--- config.mk ---
export PLATFORM = sky130hd
export DESIGN_NAME = cps_top
export DESIGN_NICKNAME = d
export VERILOG_FILES = /design/src/rtl/cps_pkg.sv /design/src/rtl/cps_divider.sv /design/src/rtl/cps_top.sv
export SDC_FILE = /design/constraint.sdc
export NUM_CORES = 1
export LEC_CHECK = 0
export BUFFER_PORTS_ARGS = -buffer_cell sky130_fd_sc_hd__buf_2
export CAP_MARGIN = 30
export CORE_MARGIN = 3
export CORE_UTILIZATION = 49
export DETAILED_ROUTE_END_ITERATION = 10
export PLACE_DENSITY = 0.84
export SLEW_MARGIN = 20
export SYNTH_ARGS = -nofsm -noshare
export SYNTH_HDL_FRONTEND = slang
export SYNTH_SLANG_ARGS = --single-unit
--- constraint.sdc ---
create_clock -name clock -period 3.7 [get_ports clock]
set_input_delay 0.185 -clock clock [delete_from_list [all_inputs] [get_ports clock]]
set_output_delay 0.185 -clock clock [all_outputs]
set_load 0.005 [all_outputs]
--- src/rtl/cps_pkg.sv ---
package cps_pkg;
    // ------------------------------------------------------------
    // Register map
    // ------------------------------------------------------------
    localparam logic [7:0]  SYSCFG_OFFSET = 8'hf0;
    localparam logic [15:0] SYSCFG_RESET  = 16'h0000;
    localparam logic [7:0]  STATUS_OFFSET = 8'hf4;
    localparam int POWER_SAVE_ENABLE_POS  = 15;
    localparam int MCS_POS   = 14;
    localparam int DSD_POS   = 13;
    localparam int PWD_POS   = 12;
    localparam int SFS_POS   = 11;
    localparam int SOD_POS   = 10;
    localparam int PFS_POS   = 9;
    localparam int POD_POS   = 8;
    localparam int DIV_LSB   = 0;
    localparam int DIV_W     = 3;
    localparam logic [15:0] SYSCFG_WMASK = 16'hff07;
    // ------------------------------------------------------------
    // Divider
    // ------------------------------------------------------------
    localparam int CNT_W = 7;
    localparam logic [CNT_W-1:0] CNT_RESET = 7'h00;

    typedef enum logic [1:0] {CPS_IDLE, CPS_ACK} cps_bus_t;

    // Half period of the divided clock, in input clock cycles minus one
    function automatic logic [CNT_W-1:0] cps_half(input logic [DIV_W-1:0] sel);
        logic [CNT_W-1:0] r;
        r = 7'h00;
        unique case (sel)
            3'h0: r = 7'h00;
            3'h1: r = 7'h01;
            3'h2: r = 7'h03;
            3'h3: r = 7'h07;
            3'h4: r = 7'h0f;
            3'h5: r = 7'h1f;
            3'h6: r = 7'h3f;
            3'h7: r = 7'h7f;
        endcase
        return r;
    endfunction
endpackage

--- src/rtl/cps_divider.sv ---
module cps_divider
    import cps_pkg::*;
(
    // Clock and reset
    input  wire logic             clock,
    input  wire logic             reset_n,
    // Control
    input  wire logic [DIV_W-1:0] div_sel,
    // Divided clock level
    output logic                  div_clk
);
    logic [CNT_W-1:0] cnt_ff;
    logic [CNT_W-1:0] nxt_cnt;
    logic             clk_ff;
    logic             nxt_clk;
    logic [CNT_W-1:0] half;

    always_comb begin
        half    = cps_half(div_sel);
        nxt_cnt = CNT_W'(cnt_ff + 7'h01);
        nxt_clk = clk_ff;
        if (cnt_ff >= half) begin
            nxt_cnt = CNT_RESET;
            nxt_clk = ~clk_ff;
        end
    end

    always_ff @(posedge clock or negedge reset_n) begin
        if (!reset_n) begin
            cnt_ff <= CNT_RESET;
            clk_ff <= 1'b0;
        end else begin
            cnt_ff <= nxt_cnt;
            clk_ff <= nxt_clk;
        end
    end

    assign div_clk = clk_ff;
endmodule

--- src/rtl/cps_top.sv ---
// Functional notes
// - Internal clock equals crystal rate; duty 45 to 55 percent.
// - Power-on reset returns clock generation to its initial state.
// - Four configuration bits set enable and rate of primary and secondary outputs independently.
// - Configuration register at 0f0h resets to all zeros.
// - Power save bit 15 divides operating clock by divide field.
// - Hardware interrupts clear power save; software ones do not.
// - Interrupt return never restores the power save bit.
// - Bit 14 makes select 0 cover whole range; selects 1,2 freed.
// - Bit 13 chooses data strobe when set, data enable when clear.
// - Bit 12 enables the pulse width demodulator.
// - Bit 11 puts secondary output at crystal rate, else divided.
// - Bit 10 holds secondary output low, else it toggles.
// - Bit 9 puts primary output at crystal rate, else divided.
// - Primary output keeps toggling during bus grant; reset holds it low.
// - Divide field with enable/frequency bits sets output power-save rate.
module cps_top
    import cps_pkg::*;
(
    // Clock and reset
    input  wire logic        clock,
    input  wire logic        reset_n,
    // Avalon-MM slave
    input  wire logic [7:0]  avs_address,
    input  wire logic        avs_read,
    input  wire logic        avs_write,
    input  wire logic [31:0] avs_writedata,
    input  wire logic [3:0]  avs_byteenable,
    output logic [31:0]      avs_readdata,
    output logic             avs_waitrequest,
    // Interrupt sources from the core
    input  wire logic        hw_interrupt,
    input  wire logic        interrupt_return_instruction,
    // Clock outputs
    output logic             clkout_primary,
    output logic             clkout_secondary,
    output logic             operating_clk_en,
    // Configuration outputs
    output logic             single_midrange_select,
    output logic             strobe_mode_select,
    output logic             pwd_enable,
    output logic             power_save_enable
);
    // ------------------------------------------------------------
    // Interrupt input synchroniser
    // ------------------------------------------------------------
    logic irq_s1_ff;
    logic irq_s2_ff;
    logic irq_d_ff;
    logic irq_rise;

    always_ff @(posedge clock or negedge reset_n) begin
        if (!reset_n) begin
            irq_s1_ff <= 1'b0;
            irq_s2_ff <= 1'b0;
            irq_d_ff  <= 1'b0;
        end else begin
            irq_s1_ff <= hw_interrupt;
            irq_s2_ff <= irq_s1_ff;
            irq_d_ff  <= irq_s2_ff;
        end
    end

    assign irq_rise = irq_s2_ff & ~irq_d_ff;

    // ------------------------------------------------------------
    // Avalon slave and configuration register
    // ------------------------------------------------------------
    cps_bus_t    bus_ff;
    cps_bus_t    nxt_bus;
    logic [15:0] cfg_ff;
    logic [15:0] nxt_cfg;
    logic [31:0] rdata_ff;
    logic [31:0] nxt_rdata;
    logic        wait_ff;
    logic        nxt_wait;
    logic        req;
    logic [15:0] wval;
    logic        div_clk;

    assign req = avs_read | avs_write;

    always_comb begin
        nxt_bus   = bus_ff;
        nxt_cfg   = cfg_ff;
        nxt_rdata = rdata_ff;
        nxt_wait  = 1'b1;
        wval      = cfg_ff;
        if (avs_byteenable[0]) begin
            wval[7:0] = avs_writedata[7:0];
        end
        if (avs_byteenable[1]) begin
            wval[15:8] = avs_writedata[15:8];
        end
        unique case (bus_ff)
            CPS_IDLE: begin
                if (req) begin
                    nxt_bus  = CPS_ACK;
                    nxt_wait = 1'b0;
                    nxt_rdata = 32'h0000_0000;
                    if (avs_read && avs_address == SYSCFG_OFFSET) begin
                        nxt_rdata = {16'h0000, cfg_ff};
                    end else if (avs_read && avs_address == STATUS_OFFSET) begin
                        nxt_rdata = {29'h0000_0000, clkout_secondary, clkout_primary, div_clk};
                    end
                end
            end
            CPS_ACK: begin
                nxt_bus = CPS_IDLE;
                // Write lands at the edge where waitrequest is seen low
                if (avs_write && avs_address == SYSCFG_OFFSET) begin
                    nxt_cfg = wval & SYSCFG_WMASK;
                end
            end
        endcase
        // Hardware interrupt wins over a software write of the same cycle
        if (irq_rise) begin
            nxt_cfg[POWER_SAVE_ENABLE_POS] = 1'b0;
        end
        // Interrupt return leaves the bit as it is
        if (interrupt_return_instruction) begin
            nxt_cfg[POWER_SAVE_ENABLE_POS] = nxt_cfg[POWER_SAVE_ENABLE_POS];
        end
    end

    always_ff @(posedge clock or negedge reset_n) begin
        if (!reset_n) begin
            bus_ff   <= CPS_IDLE;
            cfg_ff   <= SYSCFG_RESET;
            rdata_ff <= 32'h0000_0000;
            wait_ff  <= 1'b1;
        end else begin
            bus_ff   <= nxt_bus;
            cfg_ff   <= nxt_cfg;
            rdata_ff <= nxt_rdata;
            wait_ff  <= nxt_wait;
        end
    end

    assign avs_readdata    = rdata_ff;
    assign avs_waitrequest = wait_ff;

    // ------------------------------------------------------------
    // Clock generation
    // ------------------------------------------------------------
    logic div_d_ff;
    logic div_edge;
    logic pll_ff;
    logic nxt_pll;
    logic pa_ff;
    logic nxt_pa;
    logic sb_ff;
    logic nxt_sb;
    logic op_ff;
    logic nxt_op;
    logic [DIV_W-1:0] div_sel;

    // Divide field applies only in power save; otherwise select 0, toggling every cycle
    assign div_sel = cfg_ff[POWER_SAVE_ENABLE_POS] ? cfg_ff[DIV_LSB +: DIV_W] : 3'h0;

    cps_divider cps_divider_inst (
        .clock   (clock),
        .reset_n (reset_n),
        .div_sel (div_sel),
        .div_clk (div_clk)
    );

    // The crystal-rate clock is modelled as a 50 percent toggle
    always_comb begin
        nxt_pll = ~pll_ff;
        nxt_op  = div_clk & ~div_d_ff;
        nxt_pa  = cfg_ff[PFS_POS] ? nxt_pll : div_clk;
        if (cfg_ff[POD_POS]) begin
            nxt_pa = 1'b0;
        end
        nxt_sb  = cfg_ff[SFS_POS] ? nxt_pll : div_clk;
        if (cfg_ff[SOD_POS]) begin
            nxt_sb = 1'b0;
        end
    end

    assign div_edge = div_clk ^ div_d_ff;

    always_ff @(posedge clock or negedge reset_n) begin
        if (!reset_n) begin
            pll_ff   <= 1'b0;
            div_d_ff <= 1'b0;
            pa_ff    <= 1'b0;
            sb_ff    <= 1'b0;
            op_ff    <= 1'b0;
        end else begin
            pll_ff   <= nxt_pll;
            div_d_ff <= div_clk;
            pa_ff    <= nxt_pa;
            sb_ff    <= nxt_sb;
            op_ff    <= nxt_op;
        end
    end

    // Primary output toggles also under bus grant; only reset or bit 8 (POD) stops it
    assign clkout_primary   = pa_ff;
    assign clkout_secondary = sb_ff;
    assign operating_clk_en = op_ff;

    // ------------------------------------------------------------
    // Configuration fan-out
    // ------------------------------------------------------------
    assign single_midrange_select = cfg_ff[MCS_POS];
    assign strobe_mode_select     = cfg_ff[DSD_POS];
    assign pwd_enable             = cfg_ff[PWD_POS];
    assign power_save_enable      = cfg_ff[POWER_SAVE_ENABLE_POS];

    // ------------------------------------------------------------
    // Assertions
    // ------------------------------------------------------------
    property p_reset_val;
        @(posedge clock) disable iff (!reset_n)
        $rose(reset_n) |-> cfg_ff == SYSCFG_RESET;
    endproperty
    a_reset_val: assert property (p_reset_val) else $error("cfg not zero");

    property p_irq_clear;
        @(posedge clock) disable iff (!reset_n)
        irq_rise |=> !cfg_ff[POWER_SAVE_ENABLE_POS];
    endproperty
    a_irq_clear: assert property (p_irq_clear) else $error("power_save_enable not cleared");

    property p_interrupt_return_instruction;
        @(posedge clock) disable iff (!reset_n)
        (interrupt_return_instruction && !cfg_ff[POWER_SAVE_ENABLE_POS] && !avs_write) |=>
            !cfg_ff[POWER_SAVE_ENABLE_POS];
    endproperty
    a_interrupt_return_instruction: assert property (p_interrupt_return_instruction) else $error("power_save_enable restored");

    property p_sec_off;
        @(posedge clock) disable iff (!reset_n)
        cfg_ff[SOD_POS] [*2] |-> !clkout_secondary;
    endproperty
    a_sec_off: assert property (p_sec_off) else $error("secondary not low");

    property p_pri_off;
        @(posedge clock) disable iff (!reset_n)
        cfg_ff[POD_POS] [*2] |-> !clkout_primary;
    endproperty
    a_pri_off: assert property (p_pri_off) else $error("primary not low");

    property p_pri_fast;
        @(posedge clock) disable iff (!reset_n)
        (cfg_ff[PFS_POS] && !cfg_ff[POD_POS]) [*3] |-> clkout_primary != $past(clkout_primary);
    endproperty
    a_pri_fast: assert property (p_pri_fast) else $error("primary not fast");

    property p_sec_fast;
        @(posedge clock) disable iff (!reset_n)
        (cfg_ff[SFS_POS] && !cfg_ff[SOD_POS]) [*3] |-> clkout_secondary != $past(clkout_secondary);
    endproperty
    a_sec_fast: assert property (p_sec_fast) else $error("secondary not fast");

    property p_ack;
        @(posedge clock) disable iff (!reset_n)
        (req && avs_waitrequest) |-> ##[1:2] !avs_waitrequest;
    endproperty
    a_ack: assert property (p_ack) else $error("no bus answer");

    property p_fanout;
        @(posedge clock) disable iff (!reset_n)
        1'b1 |-> (single_midrange_select == cfg_ff[MCS_POS]) &&
                 (strobe_mode_select == cfg_ff[DSD_POS]) && (pwd_enable == cfg_ff[PWD_POS]);
    endproperty
    a_fanout: assert property (p_fanout) else $error("fanout mismatch");

    // Low write half, kept for comparison one cycle later
    logic [15:0] wr_low;
    assign wr_low = avs_writedata[15:0];

    property p_write_lands;
        @(posedge clock) disable iff (!reset_n)
        (avs_write && !avs_waitrequest && avs_address == SYSCFG_OFFSET &&
         avs_byteenable[1:0] == 2'h3 && !irq_rise) |=>
            cfg_ff == ($past(wr_low) & SYSCFG_WMASK);
    endproperty
    a_write_lands: assert property (p_write_lands) else $error("write lost");

    property p_ack_once;
        @(posedge clock) disable iff (!reset_n)
        !avs_waitrequest |=> avs_waitrequest;
    endproperty
    a_ack_once: assert property (p_ack_once) else $error("ack too long");

    property p_op_pulse;
        @(posedge clock) disable iff (!reset_n)
        operating_clk_en |=> !operating_clk_en;
    endproperty
    a_op_pulse: assert property (p_op_pulse) else $error("op pulse too long");

    property p_op_rise;
        @(posedge clock) disable iff (!reset_n)
        (div_edge && div_clk) |=> operating_clk_en;
    endproperty
    a_op_rise: assert property (p_op_rise) else $error("op pulse missing");

    property p_pll_run;
        @(posedge clock) disable iff (!reset_n)
        $past(reset_n) |-> pll_ff != $past(pll_ff);
    endproperty
    a_pll_run: assert property (p_pll_run) else $error("pll stalled");
endmodule

### Yosys cells after proc, flatten, opt, wreduce, memory -nomap -nowiden

Memory sizes are Yosys's and may differ from the RTL's.
Index checks and enable logic that the tools add are counted.

* bits in registers: 62
* ROM bits: 56
* input port bits: 50
* output and inout bits: 40
* word-level logic and storage cells: 58
* memories kept: 1

* add/subtract/negate cells: 1
* order comparisons: 1
* eq/ne operators: 4
* multiplexer cells: 17
* bitwise operators: 7
* reduce and logical (&&, ||, !) cells: 11

Memory list
* (no name shown): depth 8, width 7, read ports 1, clocked after memory_dff 0, wr ports 0, line cps_pkg.sv:31 `unique case (sel)`

Operator list (number)
* 2-to-1 mux 16 bit: 3
* == test 8 bit (second input constant): 2
* 2-to-1 mux 3 bit: 3
* AND reduction 3 bit: 3
* 2-to-1 mux 8 bit: 1
* adder 7 x 1 -> 7 bit (second input constant): 1
* >= comparator 7 bit: 1
* 2-to-1 mux 1 bit: 7
* 2-to-1 mux 7 bit: 1
* nonzero test 2 bit: 3
* NOT 1 bit: 4
* case mux 2 bit (2 select lines): 1
* logical AND 1 bit: 3
* AND 1 bit: 2
* == test 2 x 1 -> 1 bit (second input constant): 1
* zero test 2 bit: 1
* 2-to-1 mux 2 bit: 1
* inequality test 2 bit (second input constant): 1
* AND reduction 2 bit: 1
* bitwise OR 1 bit: 1

### Longest topological paths before layout

* depth after elaboration: 5
* mapped depth: 8
* gate-level depth less buffers: 7

### Cells and area by module

From an unflattened synthesis, not the netlist that was laid out.

* cell total of the unflattened synthesis: 161
* area total of the unflattened synthesis: 1959.4 µm²

Modules (own cells, without submodules)
* cps_top: times used 1, cells each 111, area each 1421.4 µm², seq. area each 802.0 µm²
* cps_divider: times used 1, cells each 50, area each 538.0 µm², seq. area each 200.2 µm²

### Worst setup path before layout

OpenSTA, ideal clock, no wires.

* path kind: register to register
* from: register cfg_ff[15]
* to: register cps_divider_inst.clk_ff, in the netlist cps_divider_inst.div_clk
* setup time: 0.148 ns
* arrival: 1.661 ns
* required time: 3.552 ns
* path slack: 1.892 ns
* cell stages (with the launch flop): 9
* buffers on the path: 1
* period minus slack after synthesis: 1.808 ns
* cells stage by stage: dfrtp_1 -> clkbuf_1 -> o21ai_0 -> nand2_1 -> ha_1 -> nand2b_1 -> a31oi_1 -> o21bai_1 -> xor2_1

* longest elaborated chain between the ends: 3

RTL lines
* start, declared: line cps_top.sv:71 `logic [15:0] cfg_ff;`
* start signal, assigned: line cps_top.sv:134 `cfg_ff <= nxt_cfg;`
* 2-to-1 mux 3 bit: line cps_top.sv:159 `assign div_sel = cfg_ff[POWER_SAVE_ENABLE_POS] ? cfg_ff[DIV_LSB +: DIV_W] : 3'h0;`
* memory (8 x 7 bit)
* >= comparator 7 bit: line cps_divider.sv:22 `if (cnt_ff >= half) begin`
* end signal, assigned: line cps_divider.sv:34 `clk_ff <= nxt_clk;`
* end, declared: line cps_divider.sv:14 `logic clk_ff;`

No other way between the ends.
A chain may end at the register's enable or synchronous reset.

### Final worst setup path

* from: register cfg_ff[2]
* to: register cps_divider_inst.clk_ff, in the netlist cps_divider_inst.div_clk

Same word-level chain as after synthesis.

==> qor_table.md <==
| Quantity | Reported |
|:---|:---|
| Netlist area before placement | 0.00187 sq mm |
| Post-Syn Instances | 156 |
| Leading cell types by count after synthesis | 39 x dfrtp_1, 21 x buf_4, 10 x mux2_2, 10 x nor2_1, 9 x inv_1 |
| Count of maximum capacitance violations | 0 |
| Antenna violations before repair | 0 |
| Residual DRC count | 0 |
| Most repeated cell in the gate-level netlist after synthesis | dfrtp_1 |
| Type of the worst min-delay path | in -> async |
| Post-CTS Setup Bufs | 0 |
| Non-filler instance count after layout | 253 |
| Switching fraction of total power | 21.6% |
| Die area | 0.00459 sq mm |
| Net switching power figure | 183 uW |
| Core region area | 0.00349 sq mm |
| Clock latency of the later-clocked register in the worst-skew pair | 0.29 ns |
| Kind of end point of the critical path | flop |
| Total inserted antenna cells | 0 |
| Area contributors post-synth | dfrtp_1 52%, buf_4 8.4%, mux2_2 6.0%, ha_1 5.4%, a22o_1 3.8% |
| Number of enable flip-flop cells after synthesis | 0 |
| Number of synthesized register bits | 40 |
| Wire length of the first global-routing pass | 5560 microns |
| Die Span Y | 67.7 microns |
| Clock-pin slew on the worst setup and hold paths | 0.08 ns |
| Portion of total power attributed to sequential cells | 53.0% |
| Half-perimeter wire length after placement | 2670 microns |
| Post-synthesis average cell area | 12.0 sq um |
| Category of the worst setup path launch point | flop |
| Placed cells | 242 |
| Critical Setup Path Class | reg -> reg |
| Fmax | 0.488 GHz |
| Cell type with the highest aggregate area in the netlist | dfrtp_1 |
| First-pass detailed-route iteration total | 6 |
| Pwr per Cell Area | 386 mW/mm^2 |
| Number of max-slew violations in the final report | 0 |
| Library cell used as clock root buffer | clkbuf_8 |
| Unrepaired setup endpoints after global routing | false |
| Portion of synthesized cell area occupied by the leading cell type | 52.3% |
| Critical path fanouts, max | 8 |
| Longest individual stage delay on the worst path | 0.51 ns |
| Final critical path time including I/O delays and setup | 2.05 ns |
| Slowest library cell on the worst path | o21bai_1 |
| Number of H-tree levels | 2 |
| Site row count | 21 |
| Distinct cell type count after synthesis | 33 |
| Final clock skew | 0.00762 ns |
| Die Span X | 67.7 microns |
| Pin count of the biggest net entering global routing | 41 |
| Static leakage | 0.00119 uW |
| Share of cells above drive strength 1 | 32.4% |
| Final setup fails | 0 |
| Port Buf Inserts | 44 |
| Data arrival time of the worst path | 2.21 ns |
| Result of the run | completed |
| Vias in the first global route | 1232 |
| Normalized max-slew margin | 42.6% |
| Antenna Nets Post-Route | 0 |
| TritonCTS Buffers | 5 |
| Dominant synthesized flop cell | dfrtp_1 |
| Starting density of the core | 53.4% |
| Number of warnings issued by yosys | 0 |
| Part of the cycle the worst path needs | 55.4% |
| Buffers from clock root to sink, at most | 2 |
| Final hold violation count | 0 |
| Design internal power | 662 uW |
| Final-layout fill cell count | 294 |
| Power share of the combinational group | 5.5% |
| Required time of the critical path | 3.86 ns |
| Worst-margin pin slew | 0.861 ns |
| CTS tree | yes |
| Setup TNS | 0 ns |
| Sequence of cells on the critical path | o21ai_0 > nand2_1 > ha_1 > nand2b_1 > a31oi_1 > o21bai_1 > xor2_1 |
| CTS hold repair buffers | 1 |
| DR vias/cell | 5.05 |
| Post-synth ARST share | 100% |
| Post-CTS Resized | 0 |
| Sequential element share of the synthesized area | 53.7% |
| Grt total ovfl | 0 |
| Routed wire per std cell | 14.2 microns |
| Post-placement setup slack | 1.64 ns |
| DRC marker count from the first detailed-route iteration | 63 |
| Wirelength, routed | 3590 microns |
| Via count | 1277 |
| Proportion of power drawn by the clock network | 41.5% |
| Peak VDD IR | 0.307 mV |
| Final estimated routing congestion in global placement | 0.747 |
| Fin worst setup slack | 1.65 ns |
| Area growth from synthesis to layout | 17.2% |
| Boundary Pins | 90 |
| GRT Util Overall | 16.7% |
| # nets final | 264 |
| Number of sinks on the clock net | 40 |
worst max-delay path: cells and delay by family (launching register included):
family | cells | cell delay [ns]
xor gates and xnor gates | 1 | 0.12
DFF | 1 | 0.46
AOI/OAI and AO/OA | 3 | 0.86
adders and majority gates | 1 | 0.28
and+or+nand+nor | 2 | 0.20
registers in the layout, summed over array words and instances (netlist names):
register	cells
avs_readdata	11
avs_waitrequest	1
bus_ff	1
cfg_ff	11
clkout_primary	1
clkout_secondary	1
cps_divider_inst.cnt_ff	7
cps_divider_inst.div_clk	1
div_d_ff	1
irq_d_ff	1
irq_s1_ff	1
irq_s2_ff	1
operating_clk_en	1
pll_ff	1
cells in the final DEF (no fill, tap or decap), types with 2 or more instances in the layout:
cell type,instances
a211oi_1,2
a21o_1,2
a21oi_1,3
a222oi_1,3
a22o_1,8
buf_2,44
clkbuf_8,5
conb_1,21
dfrtp_1,39
ha_1,8
inv_1,9
mux2_2,10
nand2_1,6
nand2b_1,2
nand3_1,4
nand4_1,3
nor2_1,10
o21ai_0,2
o21bai_1,2
xnor2_1,3
xor2_1,3
power groups by stage:
| stage | sequential [uW] | combinational, uW | clock, uW |
|---|---|---|---|
| floorplan | 456 | 32.7 | 0 |
| global placement | 456 | 43.1 | 0 |
| detailed placement | 457 | 43.6 | 0 |
| CTS | 448 | 44.7 | 357 |
| global route | 449 | 53.4 | 373 |
| finish | 448 | 46.5 | 351 |
metrics by stage:
step | hold WS [ns] | utilization [%] | instance area (sq um) | power [uW]
final | 0.00288 | 62.6 | 2190 | 845
after CTS | 0.0173 | 62.2 | 2170 | 850
after global placement | 0.293 | 58.8 | 2060 | 499
after global routing | 0.0475 | 62.6 | 2190 | 876
after detailed placement | 0.297 | 58.8 | 2060 | 500
after floorplan | -0.111 | - | 1940 | 489
path summary, 6_finish.rpt:
path                                             from                                   end  slack, ns  depth (start not counted)
worst max register to register  cfg_ff[2]$_DFFE_PN0P_  cps_divider_inst.div_clk$_DFFE_PN0P_       1.65                          7
max in group asynchronous                     reset_n          avs_readdata[12]$_DFFE_PN0P_       3.16                          1
worst min register to register    irq_s1_ff$_DFF_PN0_                   irq_s2_ff$_DFF_PN0_       0.36                          0
min in group clock                           avs_read             avs_waitrequest$_DFF_PN1_       0.09                          2
worst max-delay path            cfg_ff[2]$_DFFE_PN0P_  cps_divider_inst.div_clk$_DFFE_PN0P_       1.65                          7
worst min-delay path                          reset_n  cps_divider_inst.cnt_ff[6]$_DFF_PN0_      0.003                          1
kinds of logic after synthesis:
group                      after synthesis  share of synthesized area (%)
AOI/OAI and AO/OA                       24                           9.85
xor gates and xnor gates                 6                           2.82
adders and majority gates                8                           5.36
buffers and inverters                   33                           10.9
DFF                                     40                           53.7
muxes                                   11                           6.57
other                                    1                          0.201
and+or+nand+nor                         33                           10.6
metal layers:
| layer | GRT usage, % | share of wire [%] | vias up |
|---|---|---|---|
| li1 | - | - | 605 |
| met1 | 20.9 | 40 | 619 |
| met2 | 26.7 | 52 | 49 |
| met3 | 6.82 | 8.0 | 4 |
| met4 | 4.56 | 0.86 | 0 |
| met5 | 0 | 0 | - |
area by class of cell:
class | instances | area (sq um) | area share [%]
Tap cell | 46 | 57.6 | 2.63
Multi-Input combinational cell | 103 | 742 | 33.9
Inverter | 9 | 33.8 | 1.54
Clock buffer | 6 | 72.6 | 3.32
Timing Repair Buffer | 47 | 245 | 11.2
Sequential cell | 40 | 1000 | 45.8
Clock inverter | 2 | 35.0 | 1.60
No activity file was read; power rests on OpenSTA's default activity.
